### src/rtl/dma_chan_defs.svh
/*
 * register offsets, field positions and reset values of the dma channel control block.
 * assumes: included by bare name from design and bench files.
 */
`ifndef DMA_CHAN_DEFS_SVH
`define DMA_CHAN_DEFS_SVH

// byte offsets on the apb bus
`define OFF_CTRL    12'h000
`define OFF_SRC     12'h004
`define OFF_DST     12'h008
`define OFF_COUNT   12'h00c
`define OFF_STATUS  12'h010

// control register fields
`define CTRL_EN     0
`define CTRL_INIT   1
`define CTRL_SIZE16 2

// status register fields
`define STAT_PEND   0
`define STAT_TC     1
`define STAT_BUSY   2

// reset values
`define RST_ADDR    32'h0000_0000
`define RST_COUNT   16'h0000

`endif

### src/rtl/dma_chan_pkg.sv
/*
 * types shared by the dma channel control block.
 * assumes: nothing beyond a systemverilog compiler.
 */
package dma_chan_pkg;

    // channel sequencer states, one-hot
    typedef enum logic [1:0] {
        st_idle = 2'b01,
        st_move = 2'b10
    } chan_state_e;

    // one transfer handed to the target side
    typedef struct packed {
        logic [31:0] src;
        logic [31:0] dst;
        logic        size16;
    } xfer_s;

endpackage

### src/rtl/dma_channel_stop_terminate.sv
/*
 * one dma channel: apb registers, request-pending flag, enable stop and resume,
 * forced termination via the initialise bit, alignment of 16-bit transfers.
 * assumes: single clock clk_sys, apb master on the same clock, target answers
 * each transfer with xfer_ready while xfer_valid is high.
 */
// The APB slave port and the register addresses were decided locally.
// What this block does and what software must do
// clearing enable halts further transfers
// setting enable resumes where it stopped
// pending flag shows a held request
// initialise bit forces channel termination
// count reloads only when termination completes
// odd address lsb treated as zero on 16-bit transfers
// software avoids misaligned 16-bit transfers
// software keeps addresses inside target area
// stop source, wait pending clear first
// clear enable twice, thrice for ram
// set init until count equals saved
// restart request source after resuming
// count holds remaining, decrements per transfer
`timescale 1ns/1ps
`default_nettype none
`include "dma_chan_defs.svh"

module dma_channel_stop_terminate #(
    parameter int CW = 16                        // transfer count width
) (
    input  wire logic                 clk_sys,
    input  wire logic                 rst_b,
    input  wire logic                 psel,
    input  wire logic                 penable,
    input  wire logic                 pwrite,
    input  wire logic [11:0]          paddr,
    input  wire logic [31:0]          pwdata,
    output logic      [31:0]          prdata,
    output logic                      pready,
    output logic                      pslverr,
    input  wire logic                 dma_req,
    output logic                      xfer_valid,
    output dma_chan_pkg::xfer_s       xfer,
    input  wire logic                 xfer_ready
);

    dma_chan_pkg::chan_state_e state;            // sequencer state
    logic            ctrl_en;                    // channel enable
    logic            size16;                     // 16-bit transfer width
    logic [CW-1:0]   init_cnt;                   // initial transfer count
    logic [CW-1:0]   count;                      // transfers remaining
    logic [31:0]     src_base;                   // programmed source
    logic [31:0]     dst_base;                   // programmed destination
    logic [31:0]     src_cur;                    // running source
    logic [31:0]     dst_cur;                    // running destination
    logic            pend;                       // request held pending
    logic            tc;                         // terminal count reached
    logic            wr;                         // apb write strobe
    logic            wr_ctrl;                    // control write
    logic            init_req;                   // initialise bit written
    logic            init_ok;                    // termination completes
    logic            start_go;                   // launch one transfer
    logic            done;                       // transfer accepted by target
    logic            last;                       // final transfer done
    logic            mapped;                     // address decodes
    logic [31:0]     step;                       // address increment

    // drop the lsb on 16-bit transfers
    function automatic logic [31:0] align(input logic [31:0] a, input logic s16);
        align = s16 ? {a[31:1], 1'b0} : a;
    endfunction

    // decode of a register offset, used for reads, writes and errors
    function automatic logic hit(input logic [11:0] a, input logic [11:0] off);
        hit = (a == off);
    endfunction

    // apb strobes; no wait states
    assign wr       = psel && penable && pwrite;
    assign wr_ctrl  = wr && hit(paddr, `OFF_CTRL);
    assign init_req = wr_ctrl && pwdata[`CTRL_INIT];
    assign pready   = psel && penable;
    assign mapped   = hit(paddr, `OFF_CTRL) || hit(paddr, `OFF_SRC) ||
                      hit(paddr, `OFF_DST) || hit(paddr, `OFF_COUNT) ||
                      hit(paddr, `OFF_STATUS);
    assign pslverr  = psel && penable && !mapped;

    // forced termination: only completes with no transfer in flight
    assign init_ok  = init_req && (state == dma_chan_pkg::st_idle);
    // launch only while enabled; an init write in the same cycle also blocks it
    assign start_go = (state == dma_chan_pkg::st_idle) && ctrl_en && pend &&
                      (count != '0) && !init_req;
    assign done     = (state == dma_chan_pkg::st_move) && xfer_ready;
    assign last     = done && (count == CW'(1));
    assign step     = size16 ? 32'h0000_0002 : 32'h0000_0001;
    assign xfer_valid = (state == dma_chan_pkg::st_move);

    // sequencer: one transfer per serviced request
    always_ff @(posedge clk_sys or negedge rst_b) begin
        if (!rst_b) begin
            state <= dma_chan_pkg::st_idle;
        end else begin
            case (state)
                dma_chan_pkg::st_idle: begin
                    if (start_go) begin
                        state <= dma_chan_pkg::st_move;
                    end
                end
                dma_chan_pkg::st_move: begin
                    // an in-flight transfer always finishes, even if disabled
                    if (done) begin
                        state <= dma_chan_pkg::st_idle;
                    end
                end
                default: state <= dma_chan_pkg::st_idle;
            endcase
        end
    end

    // transfer descriptor, captured at launch
    always_ff @(posedge clk_sys or negedge rst_b) begin
        if (!rst_b) begin
            xfer <= '0;
        end else if (start_go) begin
            // lsb forced low on 16-bit transfers
            xfer.src    <= align(src_cur, size16);
            xfer.dst    <= align(dst_cur, size16);
            xfer.size16 <= size16;
        end
    end

    // control bits
    always_ff @(posedge clk_sys or negedge rst_b) begin
        if (!rst_b) begin
            ctrl_en <= 1'b0;
            size16  <= 1'b0;
        end else if (wr_ctrl) begin
            // enable written directly; resume keeps position
            ctrl_en <= pwdata[`CTRL_EN];
            size16  <= pwdata[`CTRL_SIZE16];
        end else if (last) begin
            // channel drops itself at terminal count
            ctrl_en <= 1'b0;
        end
    end

    // addresses: base written by software, running copy advances
    always_ff @(posedge clk_sys or negedge rst_b) begin
        if (!rst_b) begin
            src_base <= `RST_ADDR;
            dst_base <= `RST_ADDR;
            src_cur  <= `RST_ADDR;
            dst_cur  <= `RST_ADDR;
        end else begin
            if (wr && hit(paddr, `OFF_SRC)) begin
                src_base <= pwdata;
                src_cur  <= pwdata;
            end else if (init_ok) begin
                src_cur <= src_base;
            end else if (done) begin
                src_cur <= src_cur + step;
            end
            if (wr && hit(paddr, `OFF_DST)) begin
                dst_base <= pwdata;
                dst_cur  <= pwdata;
            end else if (init_ok) begin
                dst_cur <= dst_base;
            end else if (done) begin
                dst_cur <= dst_cur + step;
            end
        end
    end

    // transfer count
    always_ff @(posedge clk_sys or negedge rst_b) begin
        if (!rst_b) begin
            init_cnt <= CW'(`RST_COUNT);
            count    <= CW'(`RST_COUNT);
        end else if (wr && hit(paddr, `OFF_COUNT)) begin
            init_cnt <= pwdata[CW-1:0];
            count    <= pwdata[CW-1:0];
        end else if (init_ok) begin
            // reload only on a completed termination
            count <= init_cnt;
        end else if (done) begin
            // one fewer remaining
            count <= count - CW'(1);
        end
    end

    // pending flag: a new request wins over its own clear
    always_ff @(posedge clk_sys or negedge rst_b) begin
        if (!rst_b) begin
            pend <= 1'b0;
        // held until serviced or terminated
        end else if (dma_req) begin
            pend <= 1'b1;
        end else if (start_go || init_ok) begin
            pend <= 1'b0;
        end
    end

    // terminal count flag, write one to clear, set wins
    always_ff @(posedge clk_sys or negedge rst_b) begin
        if (!rst_b) begin
            tc <= 1'b0;
        end else if (last) begin
            tc <= 1'b1;
        end else if (wr && hit(paddr, `OFF_STATUS) && pwdata[`STAT_TC]) begin
            tc <= 1'b0;
        end
    end

    // read data captured in the setup phase, valid through access
    always_ff @(posedge clk_sys or negedge rst_b) begin
        if (!rst_b) begin
            prdata <= '0;
        end else if (psel && !penable && !pwrite) begin
            if (hit(paddr, `OFF_CTRL)) begin
                prdata <= {29'h0, size16, 1'b0, ctrl_en};
            end else if (hit(paddr, `OFF_SRC)) begin
                prdata <= src_cur;
            end else if (hit(paddr, `OFF_DST)) begin
                prdata <= dst_cur;
            end else if (hit(paddr, `OFF_COUNT)) begin
                prdata <= 32'(count);
            end else if (hit(paddr, `OFF_STATUS)) begin
                // pending flag visible to software
                prdata <= {29'h0, xfer_valid, tc, pend};
            end else begin
                prdata <= '0;
            end
        end
    end
endmodule // dma_channel_stop_terminate
`default_nettype wire

### config.mk
export PLATFORM = sky130hd
export DESIGN_NAME = dma_channel_stop_terminate
export DESIGN_NICKNAME = d
export VERILOG_FILES = /design/src/rtl/dma_chan_pkg.sv /design/src/rtl/dma_channel_stop_terminate.sv
export VERILOG_INCLUDE_DIRS = /design/src /design/src/rtl
export SDC_FILE = /design/constraint.sdc
export NUM_CORES = 1
export LEC_CHECK = 0
export BUFFER_PORTS_ARGS = -buffer_cell sky130_fd_sc_hd__buf_4
export CAP_MARGIN = 10
export CORE_UTILIZATION = 55
export DETAILED_ROUTE_END_ITERATION = 7
export PLACE_DENSITY = 0.83
export SLEW_MARGIN = 20
export SYNTH_ARGS = -nofsm -noshare
export SYNTH_HDL_FRONTEND = slang
export SYNTH_SLANG_ARGS = --single-unit
### constraint.sdc
create_clock -name clk_sys -period 7.2 [get_ports clk_sys]
set_input_delay 0.36 -clock clk_sys [delete_from_list [all_inputs] [get_ports clk_sys]]
set_output_delay 0.36 -clock clk_sys [all_outputs]
set_load 0.01 [all_outputs]
# Word-level counts from Yosys, hierarchy flattened
# Cells that the tools add are included.
[classes] addsub=3 n_mul=0 bitwise=0 n_eq_ne=9 magnitude_cmp=0 n_reduce_logical=37 n_div=0 shift=0 n_mux=26
[ops] cell="$mux 32" count=9
[ops] cell="$add 32x2->32" count=2
[ops] cell="$mux 16" count=4
[ops] cell="$eq 12x4->1 const B" count=2
[ops] cell="$logic_and 1x1->1" count=19
[ops] cell="$eq 16x1->1 const B" count=1
[ops] cell="$reduce_bool 16->1" count=1
[ops] cell="$sub 16x1->16 const B" count=1
[ops] cell="$eq 12x3->1 const B" count=1
[ops] cell="$eq 12x5->1 const B" count=1
[ops] cell="$logic_not 12->1" count=1
[ops] cell="$reduce_bool 3->1" count=3
[ops] cell="$mux 1" count=8
[ops] cell="$mux 2" count=3
[ops] cell="$reduce_bool 2->1" count=3
[ops] cell="$logic_or 1x1->1" count=5
[ops] cell="$logic_not 1->1" count=4
[ops] cell="$pmux 2 s2" count=1
[ops] cell="$mux 3" count=1
[ops] cell="$eq 2x1->1 const B" count=1
[ops] cell="$eq 2x2->1 const B" count=1
[ops] cell="$ne 2x1->1 const B" count=1
[ops] cell="$ne 2x2->1 const B" count=1
[ops] cell="$reduce_and 2->1" count=1
[totals] word_cells=90 mem_count=0 output_inout_bits=100 mem_bits_rw=0 latchBits=0 register_bits=263 rom_bits=0 in_bits=51

# Depth between registers and ports, before layout
# Gate-level depths: netlist of run 1.
[logic_depth] ltp_word=9 ltp_mapped=11 depth_no_buf=10

# Worst setup path after synthesis of run 1
# OpenSTA, ideal clock, no wires.
[synth_timing] kind="reg2reg" start="register size16" end="register dst_cur[22]" period_less_slack_ns=2.741 setup_time_ns=0.083 required_ns=7.117 path_stages_with_launch=12 path_buffers=1 t_arrival_ns=2.658 slack_ns=4.459 cell_sequence="dfrtp_1 -> inv_1 -> ha_1 -> inv_1 -> fa_1 -> and4b_1 -> clkbuf_1 -> nand3_1 -> nor3_1 -> nand3_1 -> mux2_2 -> o21ai_0"
[synth_between] elab_chain_len=5
[synth_lines] item="start, declared" line="dma_channel_stop_terminate.sv:47" source="logic size16;"
[synth_lines] item="start signal, assigned" line="dma_channel_stop_terminate.sv:138" source="size16 <= pwdata[`CTRL_SIZE16];"
[synth_lines] item="$mux 2" line="dma_channel_stop_terminate.sv:93" source="assign step = size16 ? 32'h0000_0002 : 32'h0000_0001;"
[synth_lines] item="$add 32x2->32" line="dma_channel_stop_terminate.sv:167" source="dst_cur <= dst_cur + step;"
[synth_lines] item="$mux 32" line="dma_channel_stop_terminate.sv:166" source="end else if (done) begin"
[synth_lines] item="$mux 32" line="dma_channel_stop_terminate.sv:164" source="end else if (init_ok) begin"
[synth_lines] item="$mux 32" line="dma_channel_stop_terminate.sv:161" source="if (wr && hit(paddr, `OFF_DST)) begin"
[synth_lines] item="end signal, assigned" line="dma_channel_stop_terminate.sv:163" source="dst_cur <= pwdata;"
[synth_lines] item="end signal, assigned" line="dma_channel_stop_terminate.sv:165" source="dst_cur <= dst_base;"
[synth_lines] item="end signal, assigned" line="dma_channel_stop_terminate.sv:167"
[synth_lines] item="end, declared" line="dma_channel_stop_terminate.sv:53" source="logic [31:0] dst_cur;"
# Every way passes these cells. The select of a mux whose other input is x is not followed.
# A chain may end at the register's enable or synchronous reset.

# Worst setup path after layout of run 1
# Ends and elaborated chain as after synthesis.

==> reports/results.tsv, run 1 <==
metric	value	unit
yosys.cell_types.count	72	
synth_fp_nets	1377	
cts_setup_buffers	0	
p_per_area	200	nW/um^2
dp_hpwl	25100	um
grt_pass1_wl	59100	um
yosysMostFrequentCell	nand2_1	
crit_path_start_kind	flop	
rsz0062_at_grt	no	
grt_use_met1	0.428	
firstDrtPassIters	6	
grt_remaining_overflow	0	
ys_seq_elements	263	
critPathCaptureType	flop	
finalInstanceArea	14900	sq um
cts.sinks	263	
crit_type	reg2reg	
hold_violations	0	
die_area	23700	sq um
area_growth	17.7	%
drc	0	
period_share	0.457	
multi_input_area	5730	sq um
vias	11300	
seq_area	6580	sq um
start_util	0.560	
grt.met2_usage	0.508	
routedWlPerCell	21.7	um
whs	52.9	ps
syn-instance-count	1318	
fmax	304	MHz
grt_pass1_vias	10800	
n_fill_cell	1736	
clk_pin_slew	70	ps
synth.largest_area_cell	dfrtp_1	
syn_area	12700	sq um
grt_max_degree	170	
antenna_found_initial	0	
place_area	14100	sq um
slew_headroom	0.207	
path_max_fanout	10	
syn_avg_cell_area	9.62	sq um
fin_tns_setup	0	ps
drv_cap	0	
fin_crit	3290	ps
die_y	154	um
cts_root_buffer	clkbuf_16	
hp-class	in2reg	
synth_edf_count	0	
htreeDepth	1	
status	finished, final reports clean	
cts_made_buffers	27	
synth-async-reset-ratio	1.00	
synth_commonest_cells	nand2_1 (332), dfrtp_1 (262), o21ai_0 (92), nor2_1 (73), mux2_2 (57)	
track_usage	0.320	
synth_top_area_frac	0.517	
die_w	154	um
nNetsFinal	1508	
vdd_drop_max	0.138	mV
cts_tree	built	
drtIter0Drc	1291	
synth_area_leaders	dfrtp_1 (52%), nand2_1 (9.8%), mux2_2 (5.1%), o21ai_0 (3.6%), nor2_1 (2.2%)	
ys_seq_area_frac	0.519	
drt-total-wl	38000	um
cts_resized	0	
final-setup-viol-count	0	
p_leak	7.27	nW
slew_viol_final	0	
worst-slew-pin-transition	1190	ps
arrival	3750	ps
clockBufferDepth	3	
avgViaCountPerCell	6.46	
num_io_pins	151	
layout-drive-gt1-share	0.209	
skew	14.2	ps
worstPathRequired	7660	ps
yosys_warnings	0	
clkLatencyLatePin	540	ps
gr-usage-met3	0.0623	
row_count	55	
busiest_layer	met2	
synth_ff_type	dfrtp_1	
drtAntennaViolNets	0	
portBuffers	150	
gp_congestion	0.940	
n_antenna_cell	0	
core	22600	sq um
-- registers in the layout, summed over array words and instances (netlist names) --
register  count
src_cur      32
init_cnt     16
src_base     32
prdata       32
dst_cur      32
ctrl_en       1
size16        1
count        16
pend          1
tc            1
state         2
dst_base     32
xfer         65
-- kinds of logic after synthesis --
group           count (synthesis)  synth area share
flops                         263             0.519
simple gates                  573             0.205
fa+ha+maj                       8           0.00908
buf+inv                        91            0.0305
mux                            77            0.0731
xor+xnor                       41            0.0283
compound gates                265             0.135
-- routing by layer --
metal,routed length (um),part of all wire,vias to the layer above
li1,-,-,4917
met1,14600,0.38,5525
met2,17700,0.47,731
met3,4030,0.11,150
met4,1630,0.043,0
met5,0,0,-
-- through the flow --
stage | util | power (W) | setup WS (ps) | cells
after floorplan | - | 0.00156 | 4460 | 1318
after global placement | 0.621 | 0.00164 | 4100 | 1704
after detailed placement | 0.621 | 0.00165 | 3950 | 1704
after CTS | 0.659 | 0.00298 | 4000 | 1752
after global routing | 0.659 | 0.00306 | 3740 | 1752
final | 0.659 | 0.00298 | 3910 | 1752
-- timing repair --
item                                    4_1_cts  5_1_grt
endpoints found under the hold margin        93        0
hold buffers                                  1        0
endpoints found under the setup margin        0        0
-- where the power goes --
part	total, W	switching, W	internal [W]	leakage (nW)
Combinational	0.000119	0.0000773	0.0000414	3.25
Clock	0.00136	0.000585	0.000773	0.415
Sequential	0.00150	0.0000149	0.00149	3.60
Total	0.00298	0.000677	0.00230	7.27
-- final cells by class --
cell class              count  share of cell area
multi-input cells         964               0.384
clock inverters            12             0.00662
clock buffers              35              0.0506
repair buffers            175              0.0895
flip-flops and latches    263               0.441
inverters                  18             0.00453
well taps                 285              0.0239
-- cell usage in the layout, fill, tap and decap left out, types with 16 or more instances in the layout --
master / netlist / routed
xnor2_1: 17 / 17
nand4_1: 23 / 23
a22oi_1: 27 / 27
nor3_1: 27 / 24
mux2_2: 57 / 57
a21oi_1: 42 / 42
xor2_1: 24 / 24
nand3_1: 36 / 36
mux2_4: 17 / 17
o21ai_0: 92 / 92
a31oi_1: 16 / 16
nor2_1: 73 / 72
clkbuf_16: 0 / 27
nand2_1: 332 / 332
dfrtp_1: 262 / 262
inv_1: 18 / 18
buf_4: 0 / 172
-- critical path, stage by stage, from the launching register on --
cell     delay [ps]
dfrtp_1         420
inv_1           200
ha_1            250
inv_1            70
fa_1            430
and4b_1         390
nand3_1         430
nor3_1          440
nand3_1         140
mux2_2          280
o21ai_0         150
-- path summary, 6_finish.rpt --
path / cells past startpoint / from / to / slack, ps
setup / recovery: 10 / size16 / dst_cur[22] / 3910
hold / removal: 2 / dma_req / pend / 50
setup reg to reg: 10 / size16 / dst_cur[22] / 3910
hold reg to reg: 2 / src_base[3] / src_base[3] / 460
max in group asynchronous: 3 / rst_b / init_cnt[15] / 5390
min in group asynchronous: 2 / rst_b / xfer[62] / 440
(Power assumes the default switching activity.)
==> run 2: changes to the inputs <==
- ABC_AREA: default -> 1
- PLACE_DENSITY: 0.83 -> 0.82
- clock period: 7.2 -> 3.35 ns (I/O delays scaled with it)
==> reports/results.tsv, run 2 <==
metric	value	unit	change
status	finished, final reports clean		
arrival	3170	ps	-580 ps
cp_num_buf_inv	2		unchanged
track_usage	0.362		+0.0424
skew	13.5	ps	-0.655 ps
endpoint	src_cur[18]		
cp.depth	12		+2
hp-class	in2reg		
drt-total-wl	48100	um	+26%
syn-instance-count	2048		+55%
regMostFlops	xfer		
layout_commonest_cell	nand2_1		
synth_commonest_cells	nand2_1 (727), dfrtp_1 (262), inv_1 (238), nand3_1 (194), o21ai_0 (183)		
synth_fp_nets	2107		+53%
portBuffers	150		unchanged
synth_ff_type	dfrtp_1		
syn_avg_cell_area	7.02	sq um	-27%
yosys_warnings	0		unchanged
slowest_delay	470	ps	+30 ps
p_total	0.00661	W	+120%
ys_seq_area_frac	0.458		-0.0609
routedWlPerCell	18.8	um	-13%
synth_edf_count	0		unchanged
synth_top_area_frac	0.456		-0.0607
synth.largest_area_cell	dfrtp_1		
nNetsFinal	2267		+50%
grt_pass1_wl	74500	um	+26%
cts_setup_buffers	0		unchanged
die_area	26800	sq um	+13%
gp_congestion	0.972		+3.4%
p_per_area	388	nW/um^2	+94%
cts_root_buffer	clkbuf_16		
ys_seq_elements	263		unchanged
die_y	164	um	+6.4%
yosys.cell_types.count	37		-49%
fmax	367	MHz	+21%
num_io_pins	151		unchanged
period_share	0.813		+0.356
place_area	15800	sq um	+12%
synth_area_leaders	dfrtp_1 (46%), nand2_1 (19%), nand3_1 (6.8%), o21ai_0 (6.4%), inv_1 (6.2%)		
drv_cap	0		unchanged
synth-async-reset-ratio	1.00		unchanged
r2r-end	src_cur[18]		
area_growth	18.5	%	
htreeDepth	1		unchanged
rsz0062_at_grt	no		
clk_pin_slew	60	ps	about the same
grt_max_degree	104		-39%
worstPathRequired	3800	ps	-3860 ps
hold_violations	0		unchanged
finalInstanceArea	17000	sq um	+14%
crit_type	reg2reg		
cts.sinks	263		unchanged
slew_viol_final	0		unchanged
clockBufferDepth	3		unchanged
clkLatencyLatePin	550	ps	about the same
dp.cells	2473		+45%
final_core_util	0.670		+0.0112
antenna_found_initial	0		unchanged
fin_tns_setup	0	ps	unchanged
p_leak	8.92	nW	+23%
grt_pass1_vias	13500		+24%
fin_cells	2560		+46%
drtIter0Drc	1814		+41%
crit_top_cell	nand2_1		
n_antenna_cell	0		unchanged
most-common-layout-cells	nand2_1 (727), dfrtp_1 (262), inv_1 (238)		
yosysMostFrequentCell	nand2_1		
syn_area	14400	sq um	+13%
start_util	0.566		+0.00557
slew_headroom	0.393		+0.186
r2r_cells	12		+2
crit_family	simple AND/OR/NAND/NOR gates		
core	25400	sq um	+12%
grt_remaining_overflow	0		unchanged
largest_register_ffs	65		unchanged
row_count	58		+5.5%
cts_made_buffers	28		+3.7%
die_w	164	um	+6.4%
vias	14600		+29%
worst-slew-pin-transition	902	ps	-287 ps
r2r_slack	630	ps	-3280 ps
firstDrtPassIters	6		unchanged
drtAntennaViolNets	0		unchanged
crit_chain	inv_1, ha_1, inv_1, fa_1, nor2_1, nand3b_1, o21ai_0, nand2_1, nand2_1, nand2_1, nand2_1, nand2_1		
dp_hpwl	35100	um	+40%
layout-drive-gt1-share	0.112		-0.0972
drc	0		unchanged
fin_crit	2720	ps	-568 ps
cts_resized	0		unchanged
crit_path_start_kind	flop		
path_max_fanout	7		-3
cts_tree	built		
final-setup-viol-count	0		unchanged
cp_slowest_cell	fa_1		
crit-reg2reg-launch	size16		
critPathCaptureType	flop		
worstSetupStartpoint	size16		
vdd_drop_max	0.373	mV	+170%
avgViaCountPerCell	5.72		-11%
## run 2: changes by cell type after synthesis, moves of 27 or more
cell and change:
nand3_1 +158, nand2_1 +395, nor2_1 +102, buf_2 +28, a22oi_1 -27, inv_1 +220
mux2_2 -57, o21ai_0 +91
## run 2: kinds of logic (layout without fill, tap and decap cells)
| family | Yosys count | in the layout | synth area share |
|---|---|---|---|
| AO/OA/AOI/OAI | 264 | 264 | 0.0956 |
| XOR/XNOR | 9 | 9 | 0.00549 |
| adder cells (fa/ha/maj) | 8 | 8 | 0.00801 |
| buffers and inverters | 334 | 516 | 0.0952 |
| flip-flops | 263 | 263 | 0.458 |
| AND/OR/NAND/NOR | 1170 | 1170 | 0.338 |
## run 2: through the flow
stage	hold slack (ps)	setup slack, ps
global route	26.8	434
finish	16.5	627
CTS	5.49	637
global placement	273	733
floorplan	-128	1080
detailed placement	278	661
## run 2: tightest hold or removal path: stages
cell and delay [ps]:
buf_4 130, nand4_1 140, nand2_1 80
## run 2: final cells by class
| cell class | count | area, sq um |
|---|---|---|
| Clock buffer | 44 | 842 |
| Clock inverter | 8 | 47.5 |
| Fill cell | 2197 | 8370 |
| Inverter | 247 | 928 |
| Multi-Input combinational cell | 1451 | 6430 |
| Sequential cell | 263 | 6580 |
| Tap cell | 330 | 413 |
| Timing Repair Buffer | 217 | 1790 |
## run 2: routing by layer
| metal | up-vias | part of all wire | track usage |
|---|---|---|---|
| li1 | 6822 | - | - |
| met5 | - | 0 | 0 |
| met3 | 120 | 0.096 | 0.0554 |
| met2 | 707 | 0.46 | 0.564 |
| met4 | 0 | 0.038 | 0.135 |
| met1 | 6996 | 0.41 | 0.512 |
## run 2: power by group
part           internal, W  switching, W
sequential         0.00321     0.0000251
clock              0.00172       0.00130
combinational     0.000132      0.000221
total              0.00506       0.00155
## run 2: repair_timing
item / CTS / global route
hold endpoints to repair: 203 / 0
hold buffers: 35 / 0
endpoints found under the setup margin: 0 / 0
## run 2: how the worst min path moves through the flow
stage	from	to	slack (ps)	cells past startpoint
global placement	rst_b	init_cnt[7]	270	1
floorplan	rst_b	count[0]	-130	0
finish	pwdata[7]	dst_base[7]	20	3
global route	pwdata[7]	dst_base[7]	30	3
detailed placement	rst_b	init_cnt[7]	280	1
CTS	pwdata[7]	dst_base[7]	5	3
==> run 3: changes to the inputs <==
- CORE_UTILIZATION: 55 -> 54
- PLACE_DENSITY: 0.82 -> 0.84
- clock period: 3.35 -> 2.34 ns (I/O delays scaled with it)
==> reports/results.tsv, run 3 (synthesis results as in run 2) <==
metric	value	unit	change
seq_area	6580	sq um	unchanged
grt_remaining_overflow	0		unchanged
drt-total-wl	48800	um	+1.5%
fin_ws	140	ps	-487 ps
cts_setup_buffers	0		unchanged
slew_viol_final	0		unchanged
worst-slew-pin-transition	646	ps	-256 ps
p_leak	9.06	nW	+1.6%
row_count	59		+1.7%
dp_hpwl	36300	um	+3.3%
gp_congestion	1.00		+3.1%
vdd_drop_max	0.586	mV	+57%
drtIter0Drc	1789		-1.4%
min_from	pwrite		
die_w	165	um	+0.91%
portBuffers	150		unchanged
n_fill_cell	2266		+3.1%
p_total	0.00942	W	+43%
cts_root_buffer	clkbuf_16		
track_usage	0.361		-0.00166
slew_headroom	0.570		+0.177
grt_max_degree	77		-26%
fin_tns_setup	0	ps	unchanged
multi_input_area	6440	sq um	+0.23%
vias	14900		+1.7%
die_y	165	um	+0.91%
finalInstanceArea	17300	sq um	+1.5%
most-common-layout-cells	nand2_1 (727), dfrtp_1 (262), inv_1 (237)		
cts.sinks	263		unchanged
crit_path_start_kind	flop		
fmax	455	MHz	+24%
grt_pass1_wl	74900	um	+0.59%
drv_cap	0		unchanged
avgViaCountPerCell	5.75		+0.55%
cts_made_buffers	28		unchanged
post-place-ws	132	ps	-528 ps
skew	15.7	ps	+2.16 ps
hold_violations	0		unchanged
layout_commonest_cell	nand2_1		
crit_type	reg2reg		
area_growth	20.3	%	
r2r_slack	140	ps	-490 ps
whs	32.9	ps	+16.4 ps
firstDrtPassIters	7		+1
final-setup-viol-count	0		unchanged
antenna_found_initial	0		unchanged
r2r-end	src_cur[13]		
crit-reg2reg-launch	size16		
n_antenna_cell	0		unchanged
layout-drive-gt1-share	0.123		+0.0108
drc	0		unchanged
nNetsFinal	2291		+1.1%
fin_crit	2200	ps	-523 ps
num_io_pins	151		unchanged
r2r_cells	9		-3
period_share	0.940		+0.127
grt_pass1_vias	13800		+2.3%
path_max_fanout	6		-1
min_to	tc		
cts_tree	built		
rsz0062_at_grt	no		
regMostFlops	xfer		
die_area	27300	sq um	+1.8%
htreeDepth	1		unchanged
whs_path_depth	4		+1
arrival	2640	ps	-530 ps
clk_pin_slew	70	ps	about the same
p_per_area	545	nW/um^2	+40%
largest_register_ffs	65		unchanged
critPathCaptureType	flop		
worstSetupStartpoint	size16		
drtAntennaViolNets	0		unchanged
clockBufferDepth	3		unchanged
status	finished, final reports clean		
hp-class	in2reg		
worstPathRequired	2780	ps	-1020 ps
clkLatencyLatePin	560	ps	about the same
place_area	16000	sq um	+1.4%
core	26100	sq um	+2.6%
start_util	0.551		-0.0143
routedWlPerCell	18.9	um	+0.40%
run 3: final cells by class:
cell class,count,share of cell area
inverter,247,0.0539
multi-input combinational,1451,0.373
clock buffer,44,0.0482
timing repair buffer,241,0.117
clock inverter,8,0.00275
tap,335,0.0243
sequential,263,0.381
run 3: repair_timing:
| item | in CTS | in global routing |
|---|---|---|
| gates resized for setup | 0 | 8 |
| setup endpoints to repair | 0 | 10 |
| hold buffers | 37 | 0 |
| endpoints found under the hold margin | 198 | 0 |
run 3: metrics by stage:
stage / utilization / cells
2_1_floorplan: - / 2048
3_3_place_gp: 0.614 / 2500
3_5_place_dp: 0.614 / 2500
4_1_cts: 0.662 / 2589
5_1_grt: 0.663 / 2589
6_report: 0.663 / 2589
run 3: worst max path at each step:
stage	to	slack [ps]	depth (start not counted)
floorplan	dst_cur[30]	70	12
global placement	dst_cur[30]	170	12
detailed placement	dst_cur[30]	130	12
CTS	dst_cur[30]	110	12
global route	src_cur[30]	2	13
finish	src_cur[13]	140	9
run 3: where the power goes:
group | internal, W | leakage, nW | switching (W)
clock | 0.00243 | 0.437 | 0.00184
combinational | 0.000200 | 5.27 | 0.000317
sequential | 0.00459 | 3.34 | 0.0000354
total | 0.00722 | 9.06 | 0.00219
run 3: per-layer routing:
layer  vias to the layer above  track usage  wire length [um]
li1                       6861            -                 -
met1                      6997        0.497             19900
met2                       873        0.564             21900
met3                       161       0.0634              4840
met4                         0        0.145              2090
met5                         -            0                 0
run 3: worst max-delay path: stages (launching register included):
cell	delay, ps
dfrtp_1	390
buf_4	150
ha_1	290
nand3_1	100
nand2_1	280
nand2_1	200
nor3_1	370
nand3_1	140
nand3_1	120
nand2_1	50
